## src/design/bsa_consts.vh

```
`ifndef BSA_CONSTS_VH
`define BSA_CONSTS_VH

// ----------------------------------------------------------------
// register byte offsets
// ----------------------------------------------------------------
`define BSA_OFF_INSTR   8'h00
`define BSA_OFF_OPND    8'h04
`define BSA_OFF_CMD     8'h08
`define BSA_OFF_STATUS  8'h0c

// ----------------------------------------------------------------
// instruction register fields
// ----------------------------------------------------------------
`define BSA_SRC_LSB     0
`define BSA_SRC_MSB     2
`define BSA_FUNC_LSB    3
`define BSA_FUNC_MSB    5
`define BSA_DEST_LSB    6
`define BSA_DEST_MSB    8
`define BSA_CARRY_BIT   9
`define BSA_INSTR_W     10

// ----------------------------------------------------------------
// operand register fields, four bits each
// ----------------------------------------------------------------
`define BSA_OPA_LSB     0
`define BSA_OPB_LSB     4
`define BSA_OPQ_LSB     8
`define BSA_OPD_LSB     12
`define BSA_OPND_W      16
`define BSA_NIB_W       4

// ----------------------------------------------------------------
// command and status fields
// ----------------------------------------------------------------
`define BSA_CMD_START   0
`define BSA_ST_COUT     4
`define BSA_ST_DONE     5
`define BSA_ST_BUSY     6

// ----------------------------------------------------------------
// reset values
// ----------------------------------------------------------------
`define BSA_INSTR_RST   10'h000
`define BSA_OPND_RST    16'h0000
`define BSA_NIB_RST     4'h0

// ----------------------------------------------------------------
// source select codes
// ----------------------------------------------------------------
`define BSA_SRC_AQ      3'h0
`define BSA_SRC_AB      3'h1
`define BSA_SRC_ZQ      3'h2
`define BSA_SRC_ZB      3'h3
`define BSA_SRC_ZA      3'h4
`define BSA_SRC_DA      3'h5
`define BSA_SRC_DQ      3'h6
`define BSA_SRC_DZ      3'h7

// ----------------------------------------------------------------
// function select codes
// ----------------------------------------------------------------
`define BSA_FN_ADD      3'h0
`define BSA_FN_SUBR     3'h1
`define BSA_FN_SUBS     3'h2
`define BSA_FN_OR       3'h3
`define BSA_FN_AND      3'h4
`define BSA_FN_NOTRS    3'h5
`define BSA_FN_XOR      3'h6
`define BSA_FN_XNOR     3'h7

`endif

```

## src/design/bsa_alu.v

```verilog
`include "bsa_consts.vh"

module bsa_alu (
  // clock and reset
  input  wire       hclk,
  input  wire       hresetn,
  // operation request
  input  wire       calc_en,
  input  wire [2:0] func_sel,
  input  wire       carry_input,
  input  wire [3:0] opr_r,
  input  wire [3:0] opr_s,
  // registered result
  output reg  [3:0] alu_y,
  output reg        alu_cout
);

  reg [4:0] next_sum;
  reg [3:0] next_y;
  reg       next_cout;

  // ----------------------------------------------------------------
  // function decode
  // ----------------------------------------------------------------

  always @*
  begin
    next_sum  = 5'h00;
    next_y    = 4'h0;
    next_cout = 1'b0;
    case (func_sel)
      `BSA_FN_ADD:
      begin
        next_sum  = {1'b0, opr_r} + {1'b0, opr_s} + {4'h0, carry_input};
        next_y    = next_sum[3:0];
        next_cout = next_sum[4];
      end
      `BSA_FN_SUBR:
      begin
        next_sum  = {1'b0, opr_s} + {1'b0, ~opr_r} + {4'h0, carry_input};
        next_y    = next_sum[3:0];
        next_cout = next_sum[4];
      end
      // zero minus pairs complement or negate
      `BSA_FN_SUBS:
      begin
        next_sum  = {1'b0, opr_r} + {1'b0, ~opr_s} + {4'h0, carry_input};
        next_y    = next_sum[3:0];
        next_cout = next_sum[4];
      end
      `BSA_FN_OR:    next_y = opr_r | opr_s;
      `BSA_FN_AND:   next_y = opr_r & opr_s;
      `BSA_FN_NOTRS: next_y = ~opr_r & opr_s;
      `BSA_FN_XOR:   next_y = opr_r ^ opr_s;
      `BSA_FN_XNOR:  next_y = ~(opr_r ^ opr_s);
      default:       next_y = 4'h0;
    endcase
  end

  // result register, loaded once per operation
  always @(posedge hclk or negedge hresetn)
  begin
    if (!hresetn)
    begin
      alu_y    <= `BSA_NIB_RST;
      alu_cout <= 1'b0;
    end
    else if (calc_en)
    begin
      alu_y    <= next_y;
      alu_cout <= next_cout;
    end
  end

endmodule // bsa_alu

```

## src/design/bsa_top.v

```verilog
// Decided for this implementation: register access over AHB-Lite and the register offsets.
`include "bsa_consts.vh"

// ----------------------------------------------------------------
// register map
// ----------------------------------------------------------------
// 0x00 instruction: source [2:0], function [5:3], carry input [9]
//      destination [8:6] is stored and read back, not acted on
// 0x04 operands: a [3:0], b [7:4], q [11:8], direct data [15:12]
// 0x08 command: writing bit 0 high starts one operation, reads zero
// 0x0c status: result [3:0], carry out [4], done [5], busy [6]
// unmapped offsets read zero and ignore writes; no wait states
// a start snapshots instruction and operands, so software may stage
// the next pair while the current result is formed
// the result pins trail the status word by one clock

module bsa_top (
  // clock and reset
  input  wire        hclk,
  input  wire        hresetn,
  // ahb-lite slave
  input  wire        hsel,
  input  wire [31:0] haddr,
  input  wire [1:0]  htrans,
  input  wire        hwrite,
  input  wire [2:0]  hsize,
  input  wire        hready,
  input  wire [31:0] hwdata,
  output reg  [31:0] hrdata,
  output reg         hreadyout,
  output reg         hresp,
  // alu result pins
  output reg  [3:0]  alu_y,
  output reg         alu_cout,
  output reg         alu_done
);

  // ----------------------------------------------------------------
  // declarations
  // ----------------------------------------------------------------
  reg  [`BSA_INSTR_W-1:0] instr;      // live instruction word
  reg  [`BSA_OPND_W-1:0]  opnd;       // live operand word
  reg  [`BSA_INSTR_W-1:0] lat_instr;  // instruction held for the op
  reg  [`BSA_OPND_W-1:0]  lat_opnd;   // operands held for the op
  reg                     pend;       // operation in flight
  reg                     done;       // result is current
  reg                     wr_pend;    // write data phase follows
  reg  [7:0]              wr_addr;    // address of that write
  reg  [3:0]              opr_r;
  reg  [3:0]              opr_s;
  reg  [31:0]             next_rdata;
  wire                    bus_go;
  wire                    rd_go;
  wire                    wr_go;
  wire                    start;
  wire [2:0]              src_sel;
  wire [2:0]              func_sel;
  wire                    carry_input;
  wire [3:0]              nib_a;
  wire [3:0]              nib_b;
  wire [3:0]              nib_q;
  wire [3:0]              nib_d;
  wire [3:0]              core_y;
  wire                    core_cout;

  // ----------------------------------------------------------------
  // bus decode
  // ----------------------------------------------------------------

  // hsize is not checked: every access is taken as a whole word
  // an accepted address phase of a real transfer
  assign bus_go = hsel & hready & htrans[1];
  assign rd_go  = bus_go & ~hwrite;
  assign wr_go  = wr_pend;

  // write of the start bit to the command register
  assign start = wr_go && (wr_addr == `BSA_OFF_CMD) && hwdata[`BSA_CMD_START];

  // address phase capture for writes
  // only address bits 7:2 are decoded, higher bits alias
  always @(posedge hclk or negedge hresetn)
  begin
    if (!hresetn)
    begin
      wr_pend <= 1'b0;
      wr_addr <= 8'h00;
    end
    else
    begin
      wr_pend <= bus_go & hwrite;
      if (bus_go & hwrite)
        wr_addr <= {haddr[7:2], 2'b00};
    end
  end

  // zero wait states, always okay
  always @(posedge hclk or negedge hresetn)
  begin
    if (!hresetn)
    begin
      hreadyout <= 1'b1;
      hresp     <= 1'b0;
    end
    else
    begin
      hreadyout <= 1'b1;
      hresp     <= 1'b0;
    end
  end

  // ----------------------------------------------------------------
  // software registers
  // ----------------------------------------------------------------

  // instruction and operand words, written in the data phase
  always @(posedge hclk or negedge hresetn)
  begin
    if (!hresetn)
    begin
      instr <= `BSA_INSTR_RST;
      opnd  <= `BSA_OPND_RST;
    end
    else if (wr_go)
    begin
      if (wr_addr == `BSA_OFF_INSTR)
        instr <= hwdata[`BSA_INSTR_W-1:0];
      if (wr_addr == `BSA_OFF_OPND)
        opnd <= hwdata[`BSA_OPND_W-1:0];
    end
  end

  // ----------------------------------------------------------------
  // operand latch
  // ----------------------------------------------------------------

  always @(posedge hclk or negedge hresetn)
  begin
    if (!hresetn)
    begin
      lat_instr <= `BSA_INSTR_RST;
      lat_opnd  <= `BSA_OPND_RST;
    end
    else if (start)
    begin
      lat_instr <= instr;
      lat_opnd  <= opnd;
    end
  end

  // operation progress flags
  always @(posedge hclk or negedge hresetn)
  begin
    if (!hresetn)
    begin
      pend <= 1'b0;
      done <= 1'b0;
    end
    else
    begin
      pend <= start;
      // a start beside a finishing op clears done: the new op owns the result
      if (start)
        done <= 1'b0;
      else if (pend)
        done <= 1'b1;
    end
  end

  // ----------------------------------------------------------------
  // source operand selection
  // ----------------------------------------------------------------

  assign src_sel     = lat_instr[`BSA_SRC_MSB:`BSA_SRC_LSB];
  assign func_sel    = lat_instr[`BSA_FUNC_MSB:`BSA_FUNC_LSB];
  assign carry_input = lat_instr[`BSA_CARRY_BIT];

  assign nib_a = lat_opnd[`BSA_OPA_LSB +: `BSA_NIB_W];
  assign nib_b = lat_opnd[`BSA_OPB_LSB +: `BSA_NIB_W];
  assign nib_q = lat_opnd[`BSA_OPQ_LSB +: `BSA_NIB_W];
  assign nib_d = lat_opnd[`BSA_OPD_LSB +: `BSA_NIB_W];

  always @*
  begin
    opr_r = 4'h0;
    opr_s = 4'h0;
    case (src_sel)
      `BSA_SRC_AQ:
      begin
        opr_r = nib_a;
        opr_s = nib_q;
      end
      `BSA_SRC_AB:
      begin
        opr_r = nib_a;
        opr_s = nib_b;
      end
      `BSA_SRC_ZQ: opr_s = nib_q;
      `BSA_SRC_ZB: opr_s = nib_b;
      `BSA_SRC_ZA: opr_s = nib_a;
      `BSA_SRC_DA:
      begin
        opr_r = nib_d;
        opr_s = nib_a;
      end
      `BSA_SRC_DQ:
      begin
        opr_r = nib_d;
        opr_s = nib_q;
      end
      `BSA_SRC_DZ: opr_r = nib_d;
      default:
      begin
        opr_r = 4'h0;
        opr_s = 4'h0;
      end
    endcase
  end

  // ----------------------------------------------------------------
  // function unit
  // ----------------------------------------------------------------

  // function codes decoded in the core
  bsa_alu u_alu (
    .hclk        (hclk),
    .hresetn     (hresetn),
    .calc_en     (pend),
    .func_sel    (func_sel),
    .carry_input (carry_input),
    .opr_r       (opr_r),
    .opr_s       (opr_s),
    .alu_y       (core_y),
    .alu_cout    (core_cout)
  );

  // result pins follow the core result
  always @(posedge hclk or negedge hresetn)
  begin
    if (!hresetn)
    begin
      alu_y    <= `BSA_NIB_RST;
      alu_cout <= 1'b0;
      alu_done <= 1'b0;
    end
    else
    begin
      alu_y    <= core_y;
      alu_cout <= core_cout;
      alu_done <= done;
    end
  end

  // ----------------------------------------------------------------
  // read path
  // ----------------------------------------------------------------

  // read mux, unmapped addresses read zero
  // status shows the core result, one clock ahead of the pins
  always @*
  begin
    next_rdata = 32'h0000_0000;
    case ({haddr[7:2], 2'b00})
      `BSA_OFF_INSTR:  next_rdata[`BSA_INSTR_W-1:0] = instr;
      `BSA_OFF_OPND:   next_rdata[`BSA_OPND_W-1:0]  = opnd;
      `BSA_OFF_STATUS:
      begin
        next_rdata[3:0]          = core_y;
        next_rdata[`BSA_ST_COUT] = core_cout;
        next_rdata[`BSA_ST_DONE] = done;
        next_rdata[`BSA_ST_BUSY] = pend;
      end
      default:         next_rdata = 32'h0000_0000;
    endcase
  end

  // read data registered into the data phase
  always @(posedge hclk or negedge hresetn)
  begin
    if (!hresetn)
      hrdata <= 32'h0000_0000;
    else if (rd_go)
      hrdata <= next_rdata;
  end

endmodule // bsa_top

```

## config.mk

```make
export PLATFORM = sky130hd
export DESIGN_NAME = bsa_top
export DESIGN_NICKNAME = d
export VERILOG_FILES = /design/src/design/bsa_alu.v /design/src/design/bsa_top.v
export VERILOG_INCLUDE_DIRS = /design/src /design/src/design
export SDC_FILE = /design/constraint.sdc
export NUM_CORES = 1
export LEC_CHECK = 0
export BUFFER_PORTS_ARGS = -buffer_cell sky130_fd_sc_hd__buf_2
export CAP_MARGIN = 5
export CORE_MARGIN = 3
export CORE_UTILIZATION = 55
export CTS_BUF_LIST = sky130_fd_sc_hd__clkbuf_4
export DETAILED_ROUTE_END_ITERATION = 10
export PLACE_DENSITY = 0.82
export SETUP_SLACK_MARGIN = 0.2
export SKIP_LAST_GASP = 1
export SLEW_MARGIN = 20
export SYNTH_ARGS = -nofsm -noshare
export SYNTH_HDL_FRONTEND = slang
export SYNTH_SLANG_ARGS = --single-unit
```

## constraint.sdc

```tcl
create_clock -name hclk -period 6.49 [get_ports hclk]
set_clock_uncertainty 0.2 [all_clocks]
set_input_delay 1.6225 -clock hclk [delete_from_list [all_inputs] [get_ports hclk]]
set_output_delay 1.6225 -clock hclk [all_outputs]
set_load 0.02 [all_outputs]
```

==> reports/results.txt, run 1 <==
status -> complete, no violations
most frequent cells in the layout -> dfrtp_1 (85), buf_2 (48), mux2_2 (47), nand2_1 (32), inv_1 (26)
Synth async-reset ratio -> 100%
area share of the largest cell type after synthesis -> 47.5%
TritonCTS clock tree -> yes
pwr dens -> 255 nW/um^2
sequential power share -> 54.3%
leak pwr -> 0.00240 uW
Starting Density -> 57.3%
FF+latch count, synth -> 85
global-route wire length before repair -> 14400 um
Die X-Extent -> 96.2 um
final setup fails -> 0
Main synth FF type -> dfrtp_1
internal power -> 863 uW
drt pass-1 iters -> 4
Cell Chain, Critical Path -> buf_2 > nand4b_1 > nand2b_1 > nor3_2 > a222oi_1 > inv_1
VDD IR max -> 0.168 mV
# H-tree levels -> 3
mapped cell area -> 4480 sq um
die area -> 9260 sq um
clock share of power -> 28.1%
MaxCap Viol Count -> 0
postcts setup bufs -> 0
Num CTS Buffers -> 9
Resize count post-CTS -> 0
DIE HEIGHT -> 96.2 um
R2R setup slack -> 3.23 ns
worst hold path type -> reg -> reg
fin nets -> 519
Cell Rows -> 32
Final GP Congestion -> 0.851
initial antenna violation count -> 0
CP arrival -> 3.82 ns
Comb power frac -> 17.5%
Clock Sinks -> 85
DRC Markers -> 0
Reg2Reg Depth -> 12
antenna diode instance count -> 0
clock latency on the worst-skew pair -> 0.44 ns
Synth area leaders -> dfrtp_1 (48%), mux2_2 (12%), ha_1 (3.9%)
Cells after Synth -> 382
startpoint class of the critical path -> input pin
wire per inst -> 16.2 um
FF-to-FF Start -> lat_instr[0]$_DFFE_PN0P_
hold-critical path endpoint -> alu_done$_DFF_PN0_
# IOs -> 114
fin. max-slew vios -> 0
core box area -> 7810 sq um
vias in the first global route -> 2952
most common cell after layout, fill and taps aside -> dfrtp_1
Worst Min Path Start -> done$_DFFE_PN0P_
distinct cell type count after synthesis -> 55
crit path max fanout -> 17
fraction of layout cells with a size suffix above 1 -> 28.6%
Crit. End Element -> flop
GRT Util Overall -> 20.4%
YS warnings -> 0
Tmin final -> 3.64 ns
IO Port Bufs -> 49
CP max stage delay -> 0.71 ns
switching power -> 363 uW
Mapped Avg Cell Area -> 11.7 sq um
Reg clk slew, reported paths -> 0.14 ns
Critical-path top delay cell -> nand4b_1
vias -> 2970
switching share of power -> 29.6%
hold_ws -> 0.220 ns
WL final -> 8610 um
r2r endpoint -> u_alu.alu_y[2]$_DFFE_PN0P_
Max Freq -> 275 MHz
critical path type -> in -> reg
antenna viol nets, final -> 0
P&R area growth vs syn -> 7.49%
number of synthesized flops with an enable pin -> 0
Final Hold Fails -> 0
CP bufs+invs -> 2
RSZ-0062 raised after global routing -> no
Avg Vias per Cell -> 5.58
Yosys top cell by area -> dfrtp_1
crit share post-route -> 56.1%
relative slew slack -> 35.2%
DP HPWL -> 6310 um
Seq/Total Area, Yosys -> 47.5%
maximum root-to-sink buffer count -> 2
critical path's top delay family -> simple AND/OR/NAND/NOR gates
initial drt markers -> 171
setup TNS -> 0 ns
fillcell total -> 639
Worst Tran Pin Value -> 0.967 ns
CTS Root Cell -> clkbuf_4
# hold bufs at CTS -> 0
GRT overflow -> 0
WP data required -> 6.67 ns
WHS Path Cells -> 0
largest net degree at the start of global routing -> 86
## through the flow
step | setup slack [ns] | cell area [sq um] | util (%) | total power, uW | std cells
after global placement | 2.52 | 4630 | 59.3 | 876 | 515
after floorplan | 3.33 | 4540 | - | 829 | 398
after CTS | 2.92 | 4790 | 61.4 | 1230 | 531
after global routing | 2.76 | 4810 | 61.6 | 1290 | 532
final | 2.85 | 4810 | 61.6 | 1230 | 532
after detailed placement | 2.44 | 4630 | 59.3 | 892 | 515
## layout make-up
| class | count | area, sq um | area share [%] |
|---|---|---|---|
| clock inverter | 7 | 97.6 | 2.03 |
| tap | 102 | 128 | 2.65 |
| timing repair buffer | 51 | 274 | 5.69 |
| clock buffer | 9 | 67.6 | 1.40 |
| multi-input combinational | 252 | 2020 | 42.0 |
| inverter | 26 | 97.6 | 2.03 |
| sequential | 85 | 2130 | 44.2 |
## worst register-to-register path: cells and delay by family, from the launching register on
family | cells | cell delay (ns)
AOI/OAI and AO/OA | 6 | 1.13
adders and majority gates | 2 | 0.65
DFF | 1 | 0.52
and+or+nand+nor | 2 | 0.36
buffers and inverters | 2 | 0.27
## kinds of logic (layout without fill, tap and decap cells)
group / Yosys count / after routing / share of synthesized area (%)
xor+xnor: 6 / 6 / 1.17
buf+inv: 61 / 93 / 8.69
compound gates: 73 / 73 / 11.9
flops: 85 / 85 / 47.5
fa+ha+maj: 20 / 20 / 6.60
mux: 62 / 62 / 15.3
simple gates: 73 / 73 / 8.64
other cells: 2 / 18 / 0.168
## layer usage
layer	up-vias	part of all wire (%)	track usage [%]
li1	1406	-	-
met1	1474	44	26.5
met2	82	49	34.2
met3	8	5.7	3.91
met4	0	1.0	6.64
met5	-	0	0
## cell usage after synthesis, types with 2 or more instances
cell and count:
a211oi_1 3, a21o_1 3, a21oi_1 10, a221oi_1 2, a222oi_1 5, a22o_1 13
a22oi_1 3, a31oi_1 3, a32o_1 2, buf_4 20, buf_6 2, clkbuf_1 6
clkbuf_8 7, conb_1 2, dfrtp_1 85, fa_1 6, ha_1 14, inv_1 26
mux2_1 2, mux2_2 47, mux2i_1 12, nand2_1 32, nand2b_1 7, nand4b_1 2
nor2_1 11, nor2b_1 2, nor3_1 4, nor3_4 2, nor4_1 2, o21ai_0 16
o22ai_1 2, o31ai_1 2, xnor2_1 4, xor2_1 2
## registers in the layout (all words and copies together) (netlist names)
signal / count
hrdata: 16
lat_opnd: 16
opnd: 16
instr: 10
lat_instr: 7
wr_addr: 6
alu_y: 4
u_alu.alu_y: 4
alu_cout: 1
alu_done: 1
done: 1
pend: 1
u_alu.alu_cout: 1
wr_go: 1
## power by group through the flow
stage / combinational, uW / sequential (uW) / clock, uW
after floorplan: 172 / 657 / 0
after global placement: 206 / 670 / 0
final: 215 / 666 / 345
after global routing: 241 / 677 / 376
after CTS: 216 / 666 / 352
after detailed placement: 215 / 677 / 0
## worst max path at each step
stage | startpoint | end | slack, ns | depth (start not counted)
floorplan | lat_instr[0]$_DFFE_PN0P_ | u_alu.alu_y[2]$_DFFE_PN0P_ | 3.33 | 10
global placement | hwrite | hrdata[9]$_DFFE_PN0P_ | 2.52 | 6
detailed placement | hwrite | hrdata[7]$_DFFE_PN0P_ | 2.44 | 6
CTS | hwrite | hrdata[7]$_DFFE_PN0P_ | 2.92 | 6
global route | hwrite | hrdata[9]$_DFFE_PN0P_ | 2.76 | 6
finish | hwrite | hrdata[9]$_DFFE_PN0P_ | 2.85 | 6
Note: power is estimated with default switching activity, not from simulation.
==> inputs of run 2 (changes only) <==
--- a/config.mk
+++ b/config.mk
@@ -9,10 +9,10 @@
 export BUFFER_PORTS_ARGS = -buffer_cell sky130_fd_sc_hd__buf_2
 export CAP_MARGIN = 5
 export CORE_MARGIN = 3
-export CORE_UTILIZATION = 55
+export CORE_UTILIZATION = 50
 export CTS_BUF_LIST = sky130_fd_sc_hd__clkbuf_4
 export DETAILED_ROUTE_END_ITERATION = 10
-export PLACE_DENSITY = 0.82
+export PLACE_DENSITY = 0.79
 export SETUP_SLACK_MARGIN = 0.2
 export SKIP_LAST_GASP = 1
 export SLEW_MARGIN = 20
==> constraint.sdc (replaced) <==
create_clock -name hclk -period 3.3 [get_ports hclk]
set_clock_uncertainty 0.2 [all_clocks]
set_input_delay 0.825 -clock hclk [delete_from_list [all_inputs] [get_ports hclk]]
set_output_delay 0.825 -clock hclk [all_outputs]
set_load 0.02 [all_outputs]
==> run 2 against run 1 <==
Effect of this change: sequential share of layout area decreased by 0.99 points; largest power group unchanged; global-route usage decreased by 1.9 points; wire length increased by 4.9%; register-to-register slack got worse by 2.9 ns; cell count increased by 2.6%; total power increased by 100%; flip-flop and latch count unchanged; utilization decreased by 3.4 points; worst setup slack got worse by 2.5 ns.
==> reports/results.txt, run 2 (synthesized netlist as in run 1, its figures left out) <==
drt pass-1 iters -> 5 (was 4)
clock latency on the worst-skew pair -> 0.43 ns (was 0.44 ns)
final setup fails -> 0 (unchanged)
WP data required -> 3.41 ns (was 6.67 ns)
MaxCap Viol Count -> 0 (unchanged)
antenna diode instance count -> 0 (unchanged)
fillcell total -> 684 (was 639)
Worst Tran Pin Value -> 0.818 ns (was 0.967 ns)
Cell Rows -> 33 (was 32)
startpoint class of the critical path -> flop (was input pin)
maximum root-to-sink buffer count -> 2 (unchanged)
# IOs -> 114 (unchanged)
largest net degree at the start of global routing -> 86 (unchanged)
DRC Markers -> 0 (unchanged)
Crit. End Element -> flop (unchanged)
most frequent cells in the layout -> dfrtp_1 (83), buf_2 (48), mux2_2 (47), nand2_1 (32), inv_1 (25) (was dfrtp_1 (85), buf_2 (48), mux2_2 (47), nand2_1 (32), inv_1 (26))
P&R area growth vs syn -> 10.1% (was 7.49%)
Die X-Extent -> 101 um (was 96.2 um)
wire per inst -> 16.5 um (was 16.2 um)
# H-tree levels -> 3 (unchanged)
initial antenna violation count -> 0 (unchanged)
GRT Util Overall -> 18.5% (was 20.4%)
CP arrival -> 3.08 ns (was 3.82 ns)
# hold bufs at CTS -> 0 (unchanged)
Avg Vias per Cell -> 5.56 (was 5.58)
worst hold path type -> in -> async (was reg -> reg)
Reg clk slew, reported paths -> 0.12 ns (was 0.14 ns)
vias in the first global route -> 2970 (was 2952)
largest registers -> hrdata x16, lat_opnd x16, opnd x16 (unchanged)
relative slew slack -> 45.5% (was 35.2%)
IO Port Bufs -> 49 (unchanged)
TritonCTS clock tree -> yes (unchanged)
Final Hold Fails -> 0 (unchanged)
GRT overflow -> 0 (unchanged)
status -> complete, no violations (unchanged)
RSZ-0062 raised after global routing -> no (unchanged)
leak pwr -> 0.00246 uW (was 0.00240 uW)
hold_ws -> 0.210 ns (was 0.220 ns)
Starting Density -> 52.9% (was 57.3%)
Clock Sinks -> 85 (unchanged)
WL final -> 9030 um (was 8610 um)
Max Freq -> 337 MHz
crit path max fanout -> 5 (was 17)
antenna viol nets, final -> 0 (unchanged)
Num CTS Buffers -> 9 (unchanged)
vias -> 3035 (was 2970)
most common cell after layout, fill and taps aside -> dfrtp_1 (unchanged)
CTS Root Cell -> clkbuf_4 (unchanged)
Post-Layout Cell Count -> 546 (was 532)
critical path type -> reg -> reg (was in -> reg)
placed cell count -> 523 (was 515)
initial drt markers -> 186 (was 171)
Tmin final -> 2.97 ns
DP HPWL -> 6210 um (was 6310 um)
setup TNS -> 0 ns (unchanged)
core box area -> 8460 sq um (was 7810 sq um)
pwr dens -> 504 nW/um^2 (was 255 nW/um^2)
crit share post-route -> 90.0%
total power -> 2480 uW (was 1230 uW)
fin nets -> 531 (was 519)
die area -> 10100 sq um (was 9260 sq um)
VDD IR max -> 0.347 mV (was 0.168 mV)
DIE HEIGHT -> 101 um (was 96.2 um)
fraction of layout cells with a size suffix above 1 -> 32.7% (was 28.6%)
fin. max-slew vios -> 0 (unchanged)
global-route wire length before repair -> 14600 um (was 14400 um)
Final GP Congestion -> 0.832 (was 0.851)
==> run 2: cell count changes in the layout (fill, tap and decap cells not counted), sizes merged <==
| cell | delta |
|---|---|
| buf | +11 |
| clkbuf | +2 |
| inv | -2 |
| bufinv | +1 |
| clkinv | -1 |
==> run 2: power breakdown <==
part / total, uW / switching, uW / internal (uW)
registers: 1310 / 126 / 1180
clock network: 716 / 330 / 386
logic: 460 / 238 / 222
total: 2480 / 693 / 1790
==> run 2: final timing paths <==
path	startpoint	endpoint	slack [ns]	depth (start not counted)
worst min register to register	done$_DFFE_PN0P_	alu_done$_DFF_PN0_	0.22	0
min in group hclk	done$_DFFE_PN0P_	alu_done$_DFF_PN0_	0.22	0
worst min-delay path	hresetn	opnd[14]$_DFFE_PN0P_	0.21	1
worst max register to register	lat_instr[1]$_DFFE_PN0P_	u_alu.alu_y[1]$_DFFE_PN0P_	0.33	11
worst max-delay path	lat_instr[1]$_DFFE_PN0P_	u_alu.alu_y[1]$_DFFE_PN0P_	0.33	11
max in group asynchronous	hresetn	lat_instr[2]$_DFFE_PN0P_	2.15	1
==> run 2: per-layer routing <==
metal | share of wire (%) | wire, um | vias up | track usage, %
li1 | - | - | 1428 | -
met4 | 1.6 | 145 | 0 | 5.18
met3 | 6.6 | 600 | 13 | 4.71
met5 | 0 | 0 | - | 0
met2 | 48 | 4300 | 102 | 29.9
met1 | 44 | 3980 | 1492 | 24.6
==> run 2: layout make-up <==
class	count	area, sq um	share of cell area (%)
Clock buffer	10	75.1	1.52
Clock inverter	5	100	2.03
Inverter	26	97.6	1.98
Multi-Input combinational cell	252	2040	41.4
Sequential cell	85	2130	43.2
Tap cell	105	131	2.67
Timing Repair Buffer	63	354	7.18
==> run 2: worst max-delay path, stage by stage (launching register included) <==
cell and delay (ns):
dfrtp_1 0.45, or2_2 0.36, a32o_2 0.32, inv_2 0.09
fa_2 0.21, inv_1 0.05, fa_1 0.48, nor3_1 0.05
a31oi_1 0.17, o31ai_1 0.11, a211oi_2 0.24, o22ai_1 0.12
==> run 2: through the flow <==
stage          setup WS [ns]  utilization [%]  cell area, sq um
4_1_cts                0.220             57.4              4860
3_3_place_gp           0.155             55.2              4670
6_report               0.330             58.2              4930
5_1_grt                0.183             58.2              4930
3_5_place_dp          0.0711             55.2              4670
2_1_floorplan          0.202                -              4540
==> run 2: what timing repair did <==
action / 4_1_cts / 5_1_grt
setup buffers: 0 / 8
resized for setup: 5 / 5
pin swaps: 0 / 3
setup endpoints to repair: 2 / 4
